File: src/rtl/cpu_consts.svh
`ifndef CPU_CONSTS_SVH
`define CPU_CONSTS_SVH

// ****************************************************************
// opcode encodings
// ****************************************************************
`define OP_SLOW_CLK      8'h01
`define OP_CLR_CO        8'h02
`define OP_WDT_CLR       8'h03
`define OP_CMP_ACC_HI    4'h1
`define OP_CMP_IMM_HI    6'h08
`define CMP_IMM_BYTES    2'd3
`define OPERAND_BYTES_1  2'd1

// ****************************************************************
// register byte offsets
// ****************************************************************
`define ADDR_ACC_X       5'h00
`define ADDR_FLAGS       5'h10
`define ADDR_CTRL        5'h14
`define ADDR_STATUS      5'h18
`define ADDR_WDT_COUNT   5'h1c

// ****************************************************************
// field positions and reset values
// ****************************************************************
`define FLAG_Z           0
`define FLAG_S           1
`define FLAG_O           2
`define FLAG_C           3
`define CTRL_RUN         0
`define STAT_SLOW        0
`define STAT_BUSY        1
`define STAT_ILLEGAL     2
`define STAT_WDT_TO      3
`define FLAGS_RST        4'h0
`define ACC_RST          24'h000000
`define CTRL_RUN_RST     1'b0

// ****************************************************************
// timing
// ****************************************************************
`define CLK_PERIOD_NS    50
`define SLOW_PERIOD_NS   100000
`define SLOW_DIV_CYCLES  (`SLOW_PERIOD_NS / `CLK_PERIOD_NS)
`define WDT_WIDTH        16
`define WDT_LIMIT        16'hffff

`endif

File: src/rtl/cpu_pkg.sv
package cpu_pkg;

  typedef logic [23:0] word_type;
  typedef logic [3:0]  flags_type;

  typedef enum logic [2:0]
  {
    ST_FETCH   = 3'b001,
    ST_OPERAND = 3'b010,
    ST_SETTLE  = 3'b100
  } exec_state_type;

  typedef enum logic [2:0]
  {
    K_CLK = 3'b001,
    K_WDT = 3'b010,
    K_CMP = 3'b100
  } op_kind_type;

endpackage

File: src/rtl/compare_alu.sv
`timescale 1ns/100ps
`include "cpu_consts.svh"

module compare_alu
(
  // operands
  input  cpu_pkg::word_type  minuend,
  input  cpu_pkg::word_type  subtrahend,
  // result flags
  output cpu_pkg::flags_type flags
);
  import cpu_pkg::*;

  logic [24:0] diff;
  word_type    res;

  always_comb
  begin
    diff  = {1'b0, minuend} - {1'b0, subtrahend};
    res   = diff[23:0];
    flags = '0;
    // carry is the borrow of the unsigned subtraction
    flags[`FLAG_C] = diff[24];
    flags[`FLAG_O] = (minuend[23] ^ subtrahend[23]) & (minuend[23] ^ res[23]);
    flags[`FLAG_S] = res[23];
    flags[`FLAG_Z] = (res == 24'h000000);
  end

endmodule

File: src/rtl/cpu_clock_flag_compare_ops.sv
// Contract
// - slow clock opcode with operand 1 runs the processor from 10 kHz.
// - its one-bit operand turns the slow clock on (1) or back off (0).
// - slow clock opcode is two bytes and takes three processor cycles.
// - clear opcode is one byte, one cycle, zeroes carry and overflow only.
// - watchdog restart is two bytes and clears the watchdog count.
// - compare sets C, O, S, Z from p2 minus p1 and writes no register.
// - compare p1 is an accumulator, p2 an accumulator or 24-bit constant.
// - accumulator compare is 1 byte 1 cycle, immediate is 4 bytes 4 cycles.
//
// Implementation choices: the register offsets and register access over Avalon-MM.
`timescale 1ns/100ps
`include "cpu_consts.svh"

module cpu_clock_flag_compare_ops
#(
  parameter int SLOW_DIV = `SLOW_DIV_CYCLES,
  parameter int WDT_W    = `WDT_WIDTH
)
(
  // clock and reset
  input  wire logic        clk,
  input  wire logic        rst,
  // avalon-mm slave
  input  wire logic [4:0]  avs_address,
  input  wire logic        avs_read,
  input  wire logic        avs_write,
  input  wire logic [31:0] avs_writedata,
  output logic      [31:0] avs_readdata,
  output logic             avs_waitrequest,
  // instruction byte stream
  input  wire logic [7:0]  instr_byte,
  input  wire logic        instr_valid,
  output logic             instr_ready,
  // processor clock state
  output logic             slow_clk_sel,
  output logic             cpu_tick
);
  import cpu_pkg::*;

  // ****************************************************************
  // state
  // ****************************************************************
  exec_state_type state_reg, state_next;
  op_kind_type    kind_reg, kind_next;
  logic [1:0]     left_reg, left_next;
  logic [1:0]     p1_reg, p1_next;
  logic [15:0]    imm_reg, imm_next;
  logic           opnd_reg, opnd_next;
  logic           slow_reg, slow_next;
  flags_type      flags_reg, flags_next;
  logic           run_reg, run_next;
  logic           illegal_reg, illegal_next;
  logic           wdt_to_reg, wdt_to_next;
  logic [1:0]     cyc_reg, cyc_next;
  logic [11:0]    div_reg, div_next;
  logic           ack_reg, ack_next;
  logic [31:0]    rdata_reg, rdata_next;
  word_type       acc_reg [4];
  word_type       acc_next [4];

  logic             take, bus_wr, wdt_clear, wdt_timeout;
  logic             clk_apply, cmp_acc_exec, cmp_imm_exec, clr_exec;
  logic [4:0]       wofs;
  word_type         cmp_p1, cmp_p2;
  flags_type        alu_flags;
  logic [WDT_W-1:0] wdt_count;

  // ****************************************************************
  // processor cycle enable
  // ****************************************************************
  // fast source is above clk, so it runs at one cycle per clk
  assign cpu_tick     = slow_reg ? (div_reg == 12'(SLOW_DIV - 1)) : 1'b1;
  assign slow_clk_sel = slow_reg;

  always_comb
  begin
    div_next = div_reg + 12'h001;
    if (!slow_reg || cpu_tick)
      div_next = 12'h000;
  end

  // ****************************************************************
  // avalon slave
  // ****************************************************************
  assign wofs            = {avs_address[4:2], 2'b00};
  assign avs_waitrequest = (avs_read | avs_write) & ~ack_reg;
  assign avs_readdata    = rdata_reg;
  assign bus_wr          = avs_write & ack_reg;

  always_comb
  begin
    ack_next   = (avs_read | avs_write) & ~ack_reg;
    rdata_next = rdata_reg;
    if (avs_read && !ack_reg)
    begin
      rdata_next = 32'h00000000;
      if (wofs < `ADDR_FLAGS)
        rdata_next = {8'h00, acc_reg[avs_address[3:2]]};
      else if (wofs == `ADDR_FLAGS)
        rdata_next = {28'h0000000, flags_reg};
      else if (wofs == `ADDR_CTRL)
        rdata_next = {31'h00000000, run_reg};
      else if (wofs == `ADDR_STATUS)
        rdata_next = {28'h0000000, wdt_to_reg, illegal_reg,
                      (state_reg != ST_FETCH), slow_reg};
      else if (wofs == `ADDR_WDT_COUNT)
        rdata_next = {{(32 - WDT_W){1'b0}}, wdt_count};
    end
  end

  // ****************************************************************
  // accumulators
  // ****************************************************************
  // only the bus writes them; no opcode here has a register result
  genvar gi;
  generate
    for (gi = 0; gi < 4; gi++)
    begin : g_acc
      always_comb
      begin
        acc_next[gi] = acc_reg[gi];
        if (bus_wr && wofs == 5'(`ADDR_ACC_X + 4 * gi))
          acc_next[gi] = avs_writedata[23:0];
      end

      always_ff @(posedge clk)
      begin
        if (rst)
          acc_reg[gi] <= `ACC_RST;
        else
          acc_reg[gi] <= acc_next[gi];
      end
    end
  endgenerate

  // ****************************************************************
  // compare datapath
  // ****************************************************************
  always_comb
  begin
    cmp_p1 = acc_reg[instr_byte[3:2]];
    cmp_p2 = acc_reg[instr_byte[1:0]];
    if (state_reg == ST_OPERAND)
    begin
      cmp_p1 = acc_reg[p1_reg];
      cmp_p2 = {imm_reg, instr_byte};
    end
  end

  compare_alu u_alu
  (
    .minuend    (cmp_p2),
    .subtrahend (cmp_p1),
    .flags      (alu_flags)
  );

  watchdog_counter #(.WIDTH(WDT_W)) u_wdt
  (
    .clk     (clk),
    .rst     (rst),
    .tick    (cpu_tick),
    .clear   (wdt_clear),
    .count   (wdt_count),
    .timeout (wdt_timeout)
  );

  // ****************************************************************
  // decode and execute
  // ****************************************************************
  assign instr_ready = run_reg & cpu_tick & (state_reg != ST_SETTLE);
  assign take        = instr_ready & instr_valid;

  always_comb
  begin
    state_next   = state_reg;
    kind_next    = kind_reg;
    left_next    = left_reg;
    p1_next      = p1_reg;
    imm_next     = imm_reg;
    opnd_next    = opnd_reg;
    slow_next    = slow_reg;
    flags_next   = flags_reg;
    cyc_next     = cyc_reg;
    illegal_next = illegal_reg;
    wdt_clear    = 1'b0;
    clk_apply    = 1'b0;
    cmp_acc_exec = 1'b0;
    cmp_imm_exec = 1'b0;
    clr_exec     = 1'b0;
    if (bus_wr && wofs == `ADDR_FLAGS)
      flags_next = avs_writedata[3:0];
    if (bus_wr && wofs == `ADDR_STATUS && avs_writedata[`STAT_ILLEGAL])
      illegal_next = 1'b0;
    unique case (state_reg)
      ST_FETCH:
        if (take)
        begin
          cyc_next = 2'd1;
          if (instr_byte == `OP_SLOW_CLK)
          begin
            kind_next  = K_CLK;
            left_next  = `OPERAND_BYTES_1;
            state_next = ST_OPERAND;
          end
          else if (instr_byte == `OP_CLR_CO)
          begin
            clr_exec = 1'b1;
            flags_next[`FLAG_C] = 1'b0;
            flags_next[`FLAG_O] = 1'b0;
          end
          else if (instr_byte == `OP_WDT_CLR)
          begin
            kind_next  = K_WDT;
            left_next  = `OPERAND_BYTES_1;
            state_next = ST_OPERAND;
          end
          else if (instr_byte[7:4] == `OP_CMP_ACC_HI)
          begin
            cmp_acc_exec = 1'b1;
            flags_next   = alu_flags;
          end
          else if (instr_byte[7:2] == `OP_CMP_IMM_HI)
          begin
            kind_next  = K_CMP;
            p1_next    = instr_byte[1:0];
            left_next  = `CMP_IMM_BYTES;
            state_next = ST_OPERAND;
          end
          else
            illegal_next = 1'b1;
        end
      ST_OPERAND:
        if (take)
        begin
          cyc_next  = cyc_reg + 2'd1;
          left_next = left_reg - 2'd1;
          imm_next  = {imm_reg[7:0], instr_byte};
          if (left_reg == 2'd1)
          begin
            state_next = ST_FETCH;
            unique case (kind_reg)
              K_CLK:
              begin
                opnd_next  = instr_byte[0];
                state_next = ST_SETTLE;
              end
              K_WDT:
                wdt_clear = 1'b1;
              K_CMP:
              begin
                cmp_imm_exec = 1'b1;
                flags_next   = alu_flags;
              end
              default:
                illegal_next = 1'b1;
            endcase
          end
        end
      ST_SETTLE:
        if (cpu_tick)
        begin
          // source swaps on the third cycle, not mid-operand
          clk_apply  = 1'b1;
          slow_next  = opnd_reg;
          state_next = ST_FETCH;
        end
      default:
        state_next = ST_FETCH;
    endcase
  end

  always_comb
  begin
    run_next    = run_reg;
    wdt_to_next = wdt_to_reg;
    if (bus_wr && wofs == `ADDR_CTRL)
      run_next = avs_writedata[`CTRL_RUN];
    if (bus_wr && wofs == `ADDR_STATUS && avs_writedata[`STAT_WDT_TO])
      wdt_to_next = 1'b0;
    // a timeout in the clearing cycle still sticks
    if (wdt_timeout)
      wdt_to_next = 1'b1;
  end

  always_ff @(posedge clk)
  begin
    if (rst)
    begin
      state_reg   <= ST_FETCH;
      kind_reg    <= K_CLK;
      left_reg    <= 2'd0;
      p1_reg      <= 2'd0;
      imm_reg     <= 16'h0000;
      opnd_reg    <= 1'b0;
      slow_reg    <= 1'b0;
      flags_reg   <= `FLAGS_RST;
      run_reg     <= `CTRL_RUN_RST;
      illegal_reg <= 1'b0;
      wdt_to_reg  <= 1'b0;
      cyc_reg     <= 2'd0;
      div_reg     <= 12'h000;
      ack_reg     <= 1'b0;
      rdata_reg   <= 32'h00000000;
    end
    else
    begin
      state_reg   <= state_next;
      kind_reg    <= kind_next;
      left_reg    <= left_next;
      p1_reg      <= p1_next;
      imm_reg     <= imm_next;
      opnd_reg    <= opnd_next;
      slow_reg    <= slow_next;
      flags_reg   <= flags_next;
      run_reg     <= run_next;
      illegal_reg <= illegal_next;
      wdt_to_reg  <= wdt_to_next;
      cyc_reg     <= cyc_next;
      div_reg     <= div_next;
      ack_reg     <= ack_next;
      rdata_reg   <= rdata_next;
    end
  end
endmodule

File: src/rtl/watchdog_counter.sv
`timescale 1ns/100ps
`include "cpu_consts.svh"

module watchdog_counter
#(
  parameter int                 WIDTH = `WDT_WIDTH,
  parameter logic [WIDTH-1:0]   LIMIT = `WDT_LIMIT
)
(
  // clock and reset
  input  wire logic             clk,
  input  wire logic             rst,
  // control
  input  wire logic             tick,
  input  wire logic             clear,
  // state
  output logic [WIDTH-1:0]      count,
  output logic                  timeout
);

  logic [WIDTH-1:0] count_next;
  logic             timeout_next;

  always_comb
  begin
    count_next   = count;
    timeout_next = 1'b0;
    // clear beats a tick in the same cycle
    if (clear)
      count_next = '0;
    else if (tick)
    begin
      if (count == LIMIT)
      begin
        count_next   = '0;
        timeout_next = 1'b1;
      end
      else
        count_next = count + 1'b1;
    end
  end

  always_ff @(posedge clk)
  begin
    if (rst)
    begin
      count   <= '0;
      timeout <= 1'b0;
    end
    else
    begin
      count   <= count_next;
      timeout <= timeout_next;
    end
  end

endmodule

File: config.mk
export PLATFORM = sky130hd
export DESIGN_NAME = cpu_clock_flag_compare_ops
export DESIGN_NICKNAME = d
export VERILOG_FILES = /design/src/rtl/cpu_pkg.sv /design/src/rtl/compare_alu.sv /design/src/rtl/cpu_clock_flag_compare_ops.sv /design/src/rtl/watchdog_counter.sv
export VERILOG_INCLUDE_DIRS = /design/src /design/src/rtl
export SDC_FILE = /design/constraint.sdc
export NUM_CORES = 1
export LEC_CHECK = 0
export BUFFER_PORTS_ARGS = -buffer_cell sky130_fd_sc_hd__buf_2
export CAP_MARGIN = 20
export CORE_UTILIZATION = 40
export CTS_BUF_LIST = sky130_fd_sc_hd__clkbuf_4
export DETAILED_ROUTE_END_ITERATION = 8
export PLACE_DENSITY = 0.7
export SLEW_MARGIN = 15
export SYNTH_ARGS = -nofsm -noshare
export SYNTH_HDL_FRONTEND = slang
export SYNTH_SLANG_ARGS = --single-unit
File: constraint.sdc
create_clock -name clk -period 5.4 [get_ports clk]
set_input_delay 1.62 -clock clk [delete_from_list [all_inputs] [get_ports clk]]
set_output_delay 1.62 -clock clk [all_outputs]
set_load 0.01 [all_outputs]
# Yosys cells after proc, flatten, opt, wreduce, memory -nomap -nowiden
# Memories as Yosys holds them, arrays and structs flattened. A register that Yosys moved wholly into a read port is not among the register bits.
# Index checks and enable logic that the tools add are counted.
# word_totals
ff_bits,97
mem_bits_rw,96
in_bits,50
out_inout_bits,36
word_cells,185
mem_count,1
# op_classes
n_addsub,4
order_cmp,1
n_eq_ne,36
muxes,75
bitwise,19
n_reduce_logical,33
# memory_table
memory,words,word_bits,read_ports,rd_ports_with_merged_regs,write_ports,line_no,source
acc_reg,4,24,4,1,4,cpu_clock_flag_compare_ops.sv:59,word_type acc_reg [4];
# ops
cell,n
$mux 24,11
$mux 16,5
$mux 3,15
$mux 4,8
$sub 24x24->25,1
$logic_not 24->1,1
$mux 2,11
$mux 1,21
$eq 3x3->1 const B,6
$add 16x1->16 const B,1
$eq 16x16->1 const B,1
$eq 8x2->1 const B,2
$reduce_and 7->1,2
$add 12x1->12 const B,1
$eq 12x11->1 const B,1
$eq 3x2->1 const B,4
$reduce_and 2->1,6
$logic_and 1x1->1,10
$eq 3x1->1 const B,3
$ne 3x3->1 const B,3
$pmux 3 s3,1
$eq 8x1->1 const B,1
$ne 2x2->1 const B,4
$ne 4x4->1 const B,2
other kinds (25),47

# Logic depth before layout (Yosys ltp)
# Gate-level depths: netlist of the first run.
# logic_depth
depth_word,11
ltp_mapped,17
ltp_nobuf,16

# Modules after synthesis
# Synthesis of the first run repeated with hierarchy kept, for this count alone.
# hier_totals
hier_cells,1168
hier_area_um2,11922.7
# by_module_without_submodules
module,n_inst,cells_per_inst,area_each_um2,seq_area_each_um2
cpu_clock_flag_compare_ops,1,878,9753.1,4364.2
compare_alu,1,202,1392.6,0.0
watchdog_counter,1,88,777.0,340.3

# Worst setup path before layout of the first run
# Ideal clock, no wire load.
# synth_timing
kind,input port to flip-flop
from,input port instr_byte[2]
to,register flags_reg[0]
setup_ns,0.069
arrival_time_ns,5.312
path_slack_ns,0.019
cell_stages,13
n_path_buf,2
cell_sequence,clkbuf_1 > buf_1 > mux4_2 > mux2i_1 > ha_1 > or2_2 > a21oi_1 > nor3_1 > nor4_1 > o2111ai_1 > a2111oi_0 > nand4_1 > o21ai_1
# synth_between
elab_chain_len,10
elab_cells_between_ends,17
classes_between,add/sub (1); eq/ne (3); mux (11); reduce/logical (1); memory (1)
# synth_rtl
element,line_no,source
from (decl),cpu_clock_flag_compare_ops.sv:32,"input wire logic [7:0] instr_byte,"
$mem_v2 4x24,--,
$mux 24,cpu_clock_flag_compare_ops.sv:144,if (state_reg == ST_OPERAND)
$sub 24x24->25,compare_alu.sv:19,"diff = {1'b0, minuend} - {1'b0, subtrahend};"
$logic_not 24->1,compare_alu.sv:26,flags[`FLAG_Z] = (res == 24'h000000);
$mux 4,cpu_clock_flag_compare_ops.sv:218,else if (instr_byte[7:4] == `OP_CMP_ACC_HI)
$mux 4,cpu_clock_flag_compare_ops.sv:212,else if (instr_byte == `OP_WDT_CLR)
$mux 2,cpu_clock_flag_compare_ops.sv:206,else if (instr_byte == `OP_CLR_CO)
$mux 4,cpu_clock_flag_compare_ops.sv:200,if (instr_byte == `OP_SLOW_CLK)
$mux 4,cpu_clock_flag_compare_ops.sv:197,if (take)
$pmux 4 s2 *,cpu_clock_flag_compare_ops.sv:195,unique case (state_reg)
to (signal assigned),cpu_clock_flag_compare_ops.sv:297,flags_reg <= `FLAGS_RST;
to (signal assigned),cpu_clock_flag_compare_ops.sv:315,flags_reg <= flags_next;
to (decl),cpu_clock_flag_compare_ops.sv:51,"flags_type flags_reg, flags_next;"
# Mark *: on every way between the ends. The rest lies on a longest branch, timed or not.
# A chain may end at the register's enable or synchronous reset.

# Final worst setup path of the first run
# Ends and elaborated chain as after synthesis.

==> results.md, run 1 <==
Outcome:
- The flow ran to the end, and the final reports show no timing, DRC or antenna violations.

Setup path:
- The startpoint identified for the worst register-to-register timing path is state_reg[1].
- The worst endpoint required time is around 6000 ps.
- The endpoint of the lowest-slack register-to-register path is flags_reg[0].
- Tracing the worst setup path back leads to its startpoint at instr_byte[2].
- The slack of the worst reg-to-reg path is 1000 ps.
- STA classifies the critical path endpoint as a flop.
- In this run the worst path has a maximum fanout of 13.
- Counting cells, the worst reg-to-reg path comes to 17.
- The startpoint kind of the worst setup timing path is a primary input.
- The start-to-end type of the worst setup path is in -> reg.
- Data arrives at the worst endpoint at ~5400 ps.

Clocking:
- The maximum buffer depth of the clock tree is 2.
- Clock-pin slew was measured on the worst setup and hold paths at ~150 ps.
- The clock latency at the later pin of the worst-skew pair is between 600 and 700 ps.
- In this run, post-CTS hold repair placed 0 buffers.
- Once the clock tree was built, the setup fixing pass inserted 0 buffers.
- The H-tree was split into 4 levels.
- Clock tree synthesis selected as its root buffer the cell clkbuf_4.
- The number of clock buffers added by TritonCTS is 17.
- Counting every sink on the clock net gives ~190.
- TritonCTS built the clock tree.
- The number of gates resized after CTS was 0.

Route:
- The first detailed-routing pass ran for 7 iterations.
- The final layout contains routed wiring with a total length of roughly 33 mm.
- The count of antenna-violating nets left after detailed routing is 0.
- The post-detailed-route via-to-cell ratio is 5.90.
- The initial detailed-routing violation count is ~1,100.
- The via count is 9,658.
- After detailed routing, the number of remaining DRC violations is 0.
- The detail-routed net length per standard cell is slightly above 20 um.

Global routing:
- The pin count of the biggest net entering global routing is 42.
- The initial antenna violation count came to 2.
- The met3 routing resource usage after global routing is under 10%.
- Global routing used 29.7% of the available met1 tracks.
- In the global route stage, met2 resource usage came out at between 30% and 40%.
- The busiest metal layer after global routing is met2.
- The global-route congestion overflow total is 0.
- The first global-routing pass estimated 52.6 mm of wire.
- The via count of the first global-routing pass is 9,429.
- The global-route usage over all layers is between 20% and 30%.

Floorplanning:
- For this configuration, the core starts out at a cell density of between 40 and 50%.
- For this design the top-level I/O count stands at 86.
- The total die area is 0.0305 mm^2.
- In this run the core area contains 62 standard-cell rows.
- The die is 175 um wide.
- The die height is roughly 170 um.
- The floorplan step defined a core boundary enclosing ~0.029 mm^2.

Pwr:
- The fraction of power spent switching nets is between 20% and 30%.
- The clock network power share is 28.6%.
- The total net switching power is a little under 0.001 W.
- The areal power density over the cells is between 200 and 250 mW/mm^2.
- The part of the power in combinational logic is between 20% and 30%.
- The internal power of the cells totals between 0.002 and 0.0025 W.
- Summed over all cells, the static leakage comes to just over 5 nW.
- IR analysis of the VDD net gives a maximum drop of roughly 0.13 mV.
- The sequential power share is approximately half.

Yosys:
- The number of synthesized register bits is 187.
- The mapped netlist covers between 0.01 and 0.015 mm^2.
- Of the total synthesized cell area, the portion taken by XOR and XNOR cells is 1.91%.
- Summing the areas of all compound-gate instances in the mapped netlist gives 10.7% of the synthesized area.
- The number of warnings issued by yosys is 0.
- Among all flip-flop cells after synthesis, the most frequent one is edfxtp_1.
- The cell count after synthesis is about 1,100.
- The number of distinct library cell variants in the gate-level netlist after synthesis is 68.
- After synthesis, flip-flops and latches occupy between 30% and 40% of the total area.
- By area, the combinational part of the netlist is dominated by multiplexers.
- Of all flip-flops after synthesis, the portion carrying an async set or reset was 0%.
- After Yosys synthesis, full adders, half adders and majority gates account for 3.00% of the synthesized area.
- Counting flops with a built-in enable in the synthesized netlist gives between 90 and 100.
- Averaged over all synthesized cells, the footprint is 10.4 um^2.
- Measured against the total synthesized area, the mux share comes to between 20% and 30%.
- The fraction of the mapped netlist area in simple logic gates is around a fifth.

Placed design:
- The post-place instance area is 0.0131 mm^2.
- After detailed placement, the design holds a cell count of roughly 1,600.
- At the end of routability-driven placement, the weighted congestion stood at about 0.90.
- The detailed placement HPWL is ~24 mm.
- The count of buffers from port buffering is between 60 and 70.

STA:
- The time the worst path needs with I/O delays and setup is between 4000 and 5000 ps.
- The total count of hold-check failures in the final report is 0.
- For the final database, setup skew stands at ~17 ps.
- Setup violations remaining at the end of the flow were counted as 0.
- Dividing the final minimum period by the clock period gives between 80% and 90%.
- The max-slew violation count is 0.
- For the pin with the worst max-slew slack, the measured transition is about 1100 ps.
- The worst-case hold slack is around 470 ps.
- Setup repair after global routing left no endpoint under its margin.
- Summed over all failing endpoints, the final setup total negative slack is 0 ps.
- The worst slew slack as a fraction of its limit is 26.1%.
- The maximum achievable frequency is 0.207 GHz.

Final layout:
- The final layout contains about 1,300 nets.
- The register with the most flip-flops in the layout has 96 of them.
- The final cell count without fillers is between 1,500 and 2,000.
- Across the whole layout, storage elements account for about 0.0047 mm^2.
- With fillers left out, the area of the finished cells amounts to 0.0135 mm^2.
- The area occupied by multi-input gates is ~0.0069 mm^2.
- The number of inserted filler cells in the final layout is roughly 2,700.
- The layout-stage area growth over the synthesis result is 12.9%.
- The share of cells above drive strength 1 is a little under a quarter.

Min path:
- The end of the worst hold path is div_reg[0].
- In this run the most critical hold path is launched from div_reg[0].
- The number of cells on the worst hold path is 1.
- In this run the worst hold path is classified as reg -> reg.

Job:
- The tool flagged a number of max-cap violations equal to 0.
## power groups by stage
stage	Sequential, W	Clock, W	Combinational (W)
global placement	0.00160	0	0.000731
finish	0.00158	0.000930	0.000750
CTS	0.00157	0.000945	0.000742
detailed placement	0.00161	0	0.000737
global route	0.00158	0.00100	0.000811
floorplan	0.00160	0	0.000478
## cell type report
type                       instances  share of cell area, %
tap                              384                   3.57
inverter                          13                  0.363
timing repair buffer             142                   6.86
clock buffer                      18                   1.00
antenna                            1                 0.0186
multi-input combinational        877                   51.6
clock inverter                    14                   1.60
sequential                       187                   35.0
## how the worst max path moves through the flow
| stage | depth (start not counted) | endpoint | slack (ps) |
|---|---|---|---|
| final | 14 | flags_reg[0] | 570 |
| after global routing | 15 | flags_reg[0] | 490 |
| after CTS | 13 | flags_reg[0] | 690 |
| after detailed placement | 14 | flags_reg[0] | 30 |
| after global placement | 14 | flags_reg[0] | 30 |
| after floorplan | 13 | flags_reg[0] | 20 |
## critical path, stage by stage
cell	delay (ps)
buf_2	400
buf_4	280
mux4_2	510
mux2i_1	270
ha_1	350
and4_1	250
buf_4	140
nand2_1	80
a31oi_1	110
a32oi_1	260
o2111ai_1	130
a2111oi_0	480
nand4_1	290
o21ai_1	190
## synth_stat cells (all sizes together), types with 5 or more instances
master   number  area (um^2)
a211oi        6         45.0
a21o          6         45.0
a21oi        62          310
a221oi       12          105
a22oi        11         82.6
a311oi        5         43.8
a31oi         5         31.3
and2         99          619
and3         11         68.8
buf          26          136
clkbuf       53          199
dfxtp        91         1820
edfxtp       96         2880
ha           27          338
inv          12         45.0
mux2i        40          400
mux4         95         2140
nand2       156          586
nand2b       13         81.3
nand3        26          130
nand4        10         62.6
nor2         98          368
nor2b         9         56.3
nor3         25          130
nor3b         8         65.1
nor4          8         50.1
o2111ai       5         43.8
o211ai        6         45.0
o21a          7         52.6
o21ai        34          170
or3           9         56.3
xnor2        13          114
xor2         13          114
## stage by stage
step / worst slack, ps / power, W / utilization, %
5_1_grt: 490 / 0.00339 / 46.4
3_3_place_gp: 26.5 / 0.00233 / 45.2
4_1_cts: 687 / 0.00326 / 46.4
6_report: 571 / 0.00326 / 46.4
2_1_floorplan: 19.2 / 0.00208 / -
3_5_place_dp: 26.4 / 0.00234 / 45.2
## cell usage in the layout, fill, tap and decap left out, types with 12 or more instances in the layout
cell type | synthesis | layout
ha_1 | 27 | 27
and2_1 | 99 | 99
edfxtp_1 | 96 | 96
a21oi_1 | 62 | 62
inv_1 | 12 | 12
mux2i_1 | 40 | 40
nor2_1 | 98 | 98
nand3_1 | 26 | 26
xor2_1 | 13 | 13
xnor2_1 | 13 | 13
dfxtp_1 | 91 | 91
mux4_2 | 95 | 95
buf_4 | 9 | 73
o21ai_0 | 33 | 30
clkbuf_4 | 0 | 18
nor3_1 | 24 | 21
nand2b_1 | 13 | 13
buf_2 | 4 | 67
nand2_1 | 156 | 156
a221oi_1 | 12 | 12
## cells by family (layout without fill, tap and decap cells)
kind of cell / Yosys count / in the layout
other: 1 / 9
muxes: 137 / 137
xor gates and xnor gates: 26 / 26
AOI/OAI and AO/OA: 190 / 190
DFF: 187 / 187
buffers and inverters: 92 / 187
adders and majority gates: 28 / 28
and+or+nand+nor: 488 / 488
## per-layer routing
layer	wire length [um]	share of wire, %	vias up
li1	-	-	4463
met1	14000	42	4700
met2	15400	46	405
met3	2350	7.0	90
met4	1530	4.6	0
met5	0	0	-
(Power assumes the default switching activity.)
==> run 2: changes to the inputs <==
Settings changed: CELL_PAD_IN_SITES_DETAIL_PLACEMENT set to 1, CELL_PAD_IN_SITES_GLOBAL_PLACEMENT set to 1, PLACE_DENSITY 0.7 to 0.82.
==> results.md, run 2 (synthesized netlist as in run 1, its figures left out) <==
Outcome:
- The run finished with clean final reports.

STA:
- The maximum achievable frequency came to 0.199 GHz (-4.1%).
- The transition time at the pin with the least slew margin is 1190 ps (+89.8 ps).
- The slack of the critical path is 368 ps (-204 ps).
- The number of setup violations in the final report is 0 (unchanged).
- The max-slew violation count is 0 (unchanged).
- The worst slew slack as a fraction of its limit is 20.4% (-5.7 points).
- The portion of the clock cycle consumed by the worst path in the final layout is 93.2% (+3.8 points).
- The total count of hold-check failures in the final report is 0 (unchanged).
- Setup repair after global routing left no endpoint under its margin.
- The time the worst path needs with I/O delays and setup is 5030 ps (+204 ps).
- The final worst clock skew is 31.6 ps (+14.3 ps).

Global routing:
- The pin count of the biggest net entering global routing is 37 (-12%).
- The global-route congestion overflow total is 0 (unchanged).
- The via count of the first global-routing pass is 10,700 (+13%).
- The global-route usage over all layers is 26.8% (+4.3 points).
- The initial antenna violation count came to 2 (unchanged).
- The global-route wire length before repair is 62.3 mm (+18%).

Placed design:
- The detailed placement HPWL is 29.3 mm (+21%).
- The count of buffers from port buffering is 67 (unchanged).
- The worst slack after detailed placement is -150 ps (-176 ps).
- The post-place instance area was 0.0132 mm^2 (+0.80%).
- The global placement routability congestion is 0.849 (-6.2%).

Setup path:
- The critical path arrival is 5590 ps (+210 ps).
- The beginning of the critical path is instr_byte[0].
- The count of cells along the worst register-to-register path is 12 (-5).
- STA classifies the critical path endpoint as a flop.
- The most critical setup path has its endpoint at flags_reg[0].
- The maximum fanout along the worst path is 14 (+1).
- The startpoint kind of the worst setup timing path is a primary input.
- The worst register-to-register path ends at flags_reg[0].
- The start-to-end type of the worst setup path is in -> reg.
- The slack of the worst reg-to-reg path was 830 ps (-170 ps).
- The worst endpoint required time was 5960 ps (about the same).

Clocking:
- The number of setup buffers added after CTS is 0 (unchanged).
- The clock-pin slew reported for the worst setup and hold paths after clock tree synthesis is 160 ps (about the same).
- The maximum buffer depth of the clock tree is 2 (unchanged).
- The post-cts repair resize count is 0 (unchanged).
- The clock latency at the later pin of the worst-skew pair is 620 ps (about the same).
- The count of clock tree sinks is 187 (unchanged).
- The CTS tree is done.
- The count of hold-fix buffers inserted at cts is 0 (unchanged).
- The CTS buffer count is 17 (unchanged).
- The level count of the clock H-tree came to 4 (unchanged).
- The root buffer cell is clkbuf_4.

Pwr:
- The leakage power is 5.09 nW (+1.1%).
- The peak ir drop on the vdd network is 0.130 mV (-0.15%).
- The areal power density over the cells is 243 mW/mm^2 (+0.41%).
- The total power is 0.00329 W (+1.0%).

Final layout:
- Compared with the post-synthesis result, the final layout area differs by 13.6%.
- The number of nets in the finished design is 1,330 (+1.1%).
- Leaving out fill and tap cells, the most frequent cells in the layout are nand2_1, and2_1, nor2_1.
- The number of inserted filler cells in the final layout was 3,297 (+23%).
- The commonest non-fill, non-tap cell in the layout is nand2_1.
- The share of cells above drive strength 1 was 23.9% (+0.85 points).
- The final design area excluding fillers came to 0.0135 mm^2 (+0.62%).
- The number of flip-flops under the largest register name is 96 (unchanged).

Floorplanning:
- The cell row count is 62 (unchanged).
- The total die area is 0.0305 mm^2 (unchanged).
- The horizontal die dimension came to 175 um (unchanged).
- The starting density of the core is 41.1% (unchanged).
- The I/O pin total is 86 (unchanged).
- The die height is 175 um (unchanged).
- The core area came to 0.0290 mm^2 (unchanged).

Route:
- The number of iterations in the first detailed-routing pass is 4 (-3).
- The count of antenna-violating nets left after detailed routing was 0 (unchanged).
- The wire length reported by the detailed router is 39.5 mm (+19%).
- The post-detailed-route via-to-cell ratio is 6.17 (+4.4%).
- The initial detailed-routing violation count was 927 (-14%).
- The DRC violation count after routing was 0 (unchanged).
- The via count was 10,200 (+5.4%).
- The detail-routed net length per standard cell is 23.9 um (+18%).

Job:
- The number of maximum-capacitance constraint violations is 0 (unchanged).

Min path:
- The class of the worst hold path is reg -> reg.
run 2: cell count changes in the layout (fill, tap and decap cells not counted):
cell,delta
buf_4,+14
bufinv_16,-1
clkinv_2,+2
diode_2,+1
inv_2,-1
inv_4,-1
inv_6,+2
inv_8,-1
run 2: worst max-delay path, stage by stage:
cell	delay, ps
buf_2	430
mux4_2	620
nand2_1	110
nand2_1	90
ha_1	350
or2_2	330
a21oi_1	490
nor3_1	90
nor4_1	330
o2111ai_1	150
a2111oi_0	510
nand4_1	160
buf_4	190
o21ai_1	100
run 2: layer usage:
metal  GRT usage (%)  wire length (um)  up-vias
li1                -                 -     4493
met4            13.8              1780        0
met1            33.5             16100     5168
met5               0                 0        -
met2            45.0             19300      425
met3            3.89              2330       94
run 2: through the flow:
stage	std cells	util, %	hold slack [ps]	TNS, ps
2_1_floorplan	1156	-	413	0
3_3_place_gp	1617	45.5	425	-42.2
6_report	1651	46.7	455	0
3_5_place_dp	1617	45.5	431	-150
4_1_cts	1649	46.6	456	0
5_1_grt	1651	46.7	472	0
run 2: cell type report:
type / instances / area (um^2) / area share [%]
multi-input combinational: 877 / 6940 / 51.3
inverter: 13 / 48.8 / 0.360
timing repair buffer: 156 / 1030 / 7.60
antenna: 2 / 5.00 / 0.0370
clock inverter: 14 / 191 / 1.41
sequential: 187 / 4700 / 34.8
tap: 384 / 480 / 3.55
clock buffer: 18 / 135 / 0.998
run 2: power by group:
| group | internal, W | switching, W | leakage [nW] | total [W] |
|---|---|---|---|---|
| combinational | 0.000349 | 0.000452 | 3.17 | 0.000802 |
| sequential | 0.00154 | 0.0000452 | 1.73 | 0.00158 |
| clock | 0.000377 | 0.000528 | 0.182 | 0.000905 |
| total | 0.00226 | 0.00103 | 5.09 | 0.00329 |
run 2: worst min-delay path by stage:
stage,to,from,depth (start not counted),slack (ps)
2_1_floorplan,wdt_to_reg,u_wdt.timeout,2,410
3_3_place_gp,wdt_to_reg,u_wdt.timeout,2,420
3_5_place_dp,wdt_to_reg,u_wdt.timeout,2,430
4_1_cts,wdt_to_reg,u_wdt.timeout,2,460
5_1_grt,wdt_to_reg,u_wdt.timeout,2,470
6_report,wdt_to_reg,u_wdt.timeout,2,460
==> run 3: changes to the inputs <==
Clock period 5.4 ns to 4.1 ns, I/O delays scaled along.
==> results.md, run 3 (synthesized netlist as in run 1, its figures left out) <==
Final layout:
- The core utilization of the finished layout is 48.9% (+2.2 points).
- Relative to the synthesized area, the layout overhead comes to 19.0%.
- The top cell types in the final layout, fill and taps aside, are nand2_1, buf_4, and2_1.
- Leaving out fill and tap cells, the most frequent cell in the layout is nand2_1.
- The number of nets in the finished design is 1,388 (+4.4%).
- The share of cells above drive strength 1 came to 28.7% (+4.8 points).
- The number of flip-flops under the largest register name is 96 (unchanged).
- The final cell count without fillers came to 1,708 (+3.5%).

STA:
- The number of setup violations in the final report is 0 (unchanged).
- The transition time at the pin with the least slew margin came to 1090 ps (-102 ps).
- The total negative setup slack is 0 ps (unchanged).
- The total count of hold-check failures in the final report came to 0 (unchanged).
- The final worst clock skew was 26.8 ps (-4.78 ps).
- In the finished design, the share of the clock period the worst path needs comes to 98.0%.
- Static timing analysis puts the maximum clock frequency at 0.249 GHz.
- The worst slew slack as a fraction of its limit is 27.2% (+6.8 points).
- The max-slew violation count was 0 (unchanged).
- The time the worst path needs with I/O delays and setup is roughly 4000 ps.
- The slack of the critical path came to 81.1 ps (-286 ps).

Setup path:
- Among the stages of the critical path, the cell type that occurs most often is buf_4.
- The nature of the critical path endpoint is a flop.
- The worst setup path is launched from a primary input.
- The critical path arrival was 4580 ps (-1010 ps).
- The worst endpoint required time came to 4660 ps (-1300 ps).
- The critical path in this run is classified as in -> reg.
- The maximum fanout along the worst path is 10 (-4).
- The slack of the worst reg-to-reg path is 200 ps (-630 ps).
- The slowest cell on the critical path is mux4_2.
- The highest cell delay on the worst timing path is 340 ps (-280 ps).
- Walking the worst path, the cells encountered are clkbuf_4 > buf_4 > mux4_2 > nand2_1 > nand2_1 > ha_1 > and4_2 > and2_1 > o211ai_1 > buf_4 > buf_4 > a31oi_2 > mux2i_1 > a21oi_1 > nand4_1 > buf_4 > o21ai_1.

Floorplanning:
- The die height came to 175 um (unchanged).
- The cell row count is 62 (unchanged).
- The horizontal die dimension is 175 um (unchanged).
- The starting density of the core is 41.1% (unchanged).
- The total die area came to 0.0305 mm^2 (unchanged).
- The I/O pin total is 86 (unchanged).
- The core area is 0.0290 mm^2 (unchanged).

Placed design:
- The global placement routability congestion is 0.881 (+3.8%).
- The number of cells after detailed placement was 1,672 (+3.4%).
- The worst slack after detailed placement is -935 ps (-785 ps).
- The count of buffers from port buffering came to 67 (unchanged).
- The detailed placement HPWL is 29.9 mm (+1.9%).

Min path:
- The class of the worst hold path is reg -> reg.

Clocking:
- The clock latency at the later pin of the worst-skew pair is 620 ps (about the same).
- The CTS buffer count is 17 (unchanged).
- The root buffer cell is clkbuf_4.
- The count of clock tree sinks is 187 (unchanged).
- The clock-pin slew reported for the worst setup and hold paths after clock tree synthesis was 160 ps (about the same).
- The maximum buffer depth of the clock tree was 2 (unchanged).
- The level count of the clock H-tree is 4 (unchanged).
- TritonCTS built the clock tree.
- The count of hold-fix buffers inserted at cts was 0 (unchanged).

Route:
- The detail-routed net length per standard cell is 24.1 um (+0.46%).
- The wire length reported by the detailed router is 41.1 mm (+3.9%).
- The via count came to 10,600 (+3.7%).
- The count of antenna-violating nets left after detailed routing was 0 (unchanged).
- The post-detailed-route via-to-cell ratio came to 6.18 (+0.26%).
- The number of iterations in the first detailed-routing pass is 6 (+2).
- The DRC violation count after routing is 0 (unchanged).
- The initial detailed-routing violation count is 1,142 (+23%).

Pwr:
- The leakage power is 5.37 nW (+5.6%).
- The peak ir drop on the vdd network is 0.167 mV (+28%).
- The areal power density over the cells is 311 mW/mm^2 (+28%).

Global routing:
- The global-route wire length before repair was 62.8 mm (+0.70%).
- The global-route usage over all layers is 27.0% (+0.19 points).
- The global-route congestion overflow total was 0 (unchanged).
- The initial antenna violation count is 1 (-1).
- The via count of the first global-routing pass is 11,000 (+3.4%).
- The pin count of the biggest net entering global routing came to 40 (+8.1%).

Outcome:
- The run finished with clean final reports.

Job:
- The number of maximum-capacitance constraint violations is 0 (unchanged).
[run 3: cell types whose count changed in the layout (fill, tap and decap cells not counted), moves of 4 or more]
cell / change
mux2i_1: -4
clkinvlp_4: +4
buf_12: +5
buf_4: +52
buf_2: -4
[run 3: final timing paths]
check                 from      endpoint  cells after the start
max          instr_byte[1]  flags_reg[0]                     17
max reg2reg           flop  flags_reg[0]                     14
min             div_reg[0]    div_reg[0]                      1
min reg2reg     div_reg[0]    div_reg[0]                      1
[run 3: report_power, final]
group          switching (W)  leakage (nW)  internal, W
Clock               0.000698         0.157     0.000435
Sequential         0.0000608          1.73      0.00202
Combinational       0.000649          3.48     0.000542
Total                0.00141          5.37      0.00300
[run 3: per-layer routing]
metal  global-route usage (%)  share of wire (%)  vias to the layer above
li1                         -                  -                     4606
met1                     33.9                 40                     5332
met2                     44.9                 49                      503
met3                     4.05                6.4                      118
met4                     14.4                4.5                        0
met5                        0                  0                        -
[run 3: final cells by class]
class / count / area, um^2
flip-flops and latches: 187 / 4700
well taps: 384 / 480
clock inverters: 15 / 186
fillers: 3252 / 14800
repair buffers: 214 / 1560
multi-input cells: 877 / 7060
inverters: 13 / 48.8
diodes: 1 / 2.50
clock buffers: 17 / 128
[run 3: worst max-delay path: cells and delay by family]
| kind | cells | cell delay [ps] |
|---|---|---|
| compound gates | 4 | 630 |
| fa+ha+maj | 1 | 320 |
| buf+inv | 5 | 1000 |
| mux | 2 | 490 |
| simple gates | 5 | 870 |
[run 3: what timing repair did]
item,CTS,global route
setup endpoints to repair,3,2
gates resized for setup,9,27
pin swaps,1,10
setup buffers,1,2
endpoints found under the hold margin,0,0
[run 3: through the flow]
stage	hold slack, ps	total power (W)	area (um^2)
global route	485	0.00457	14200
global placement	426	0.00319	13700
CTS	464	0.00436	14000
floorplan	413	0.00275	12000
finish	459	0.00441	14200
detailed placement	442	0.00324	13700
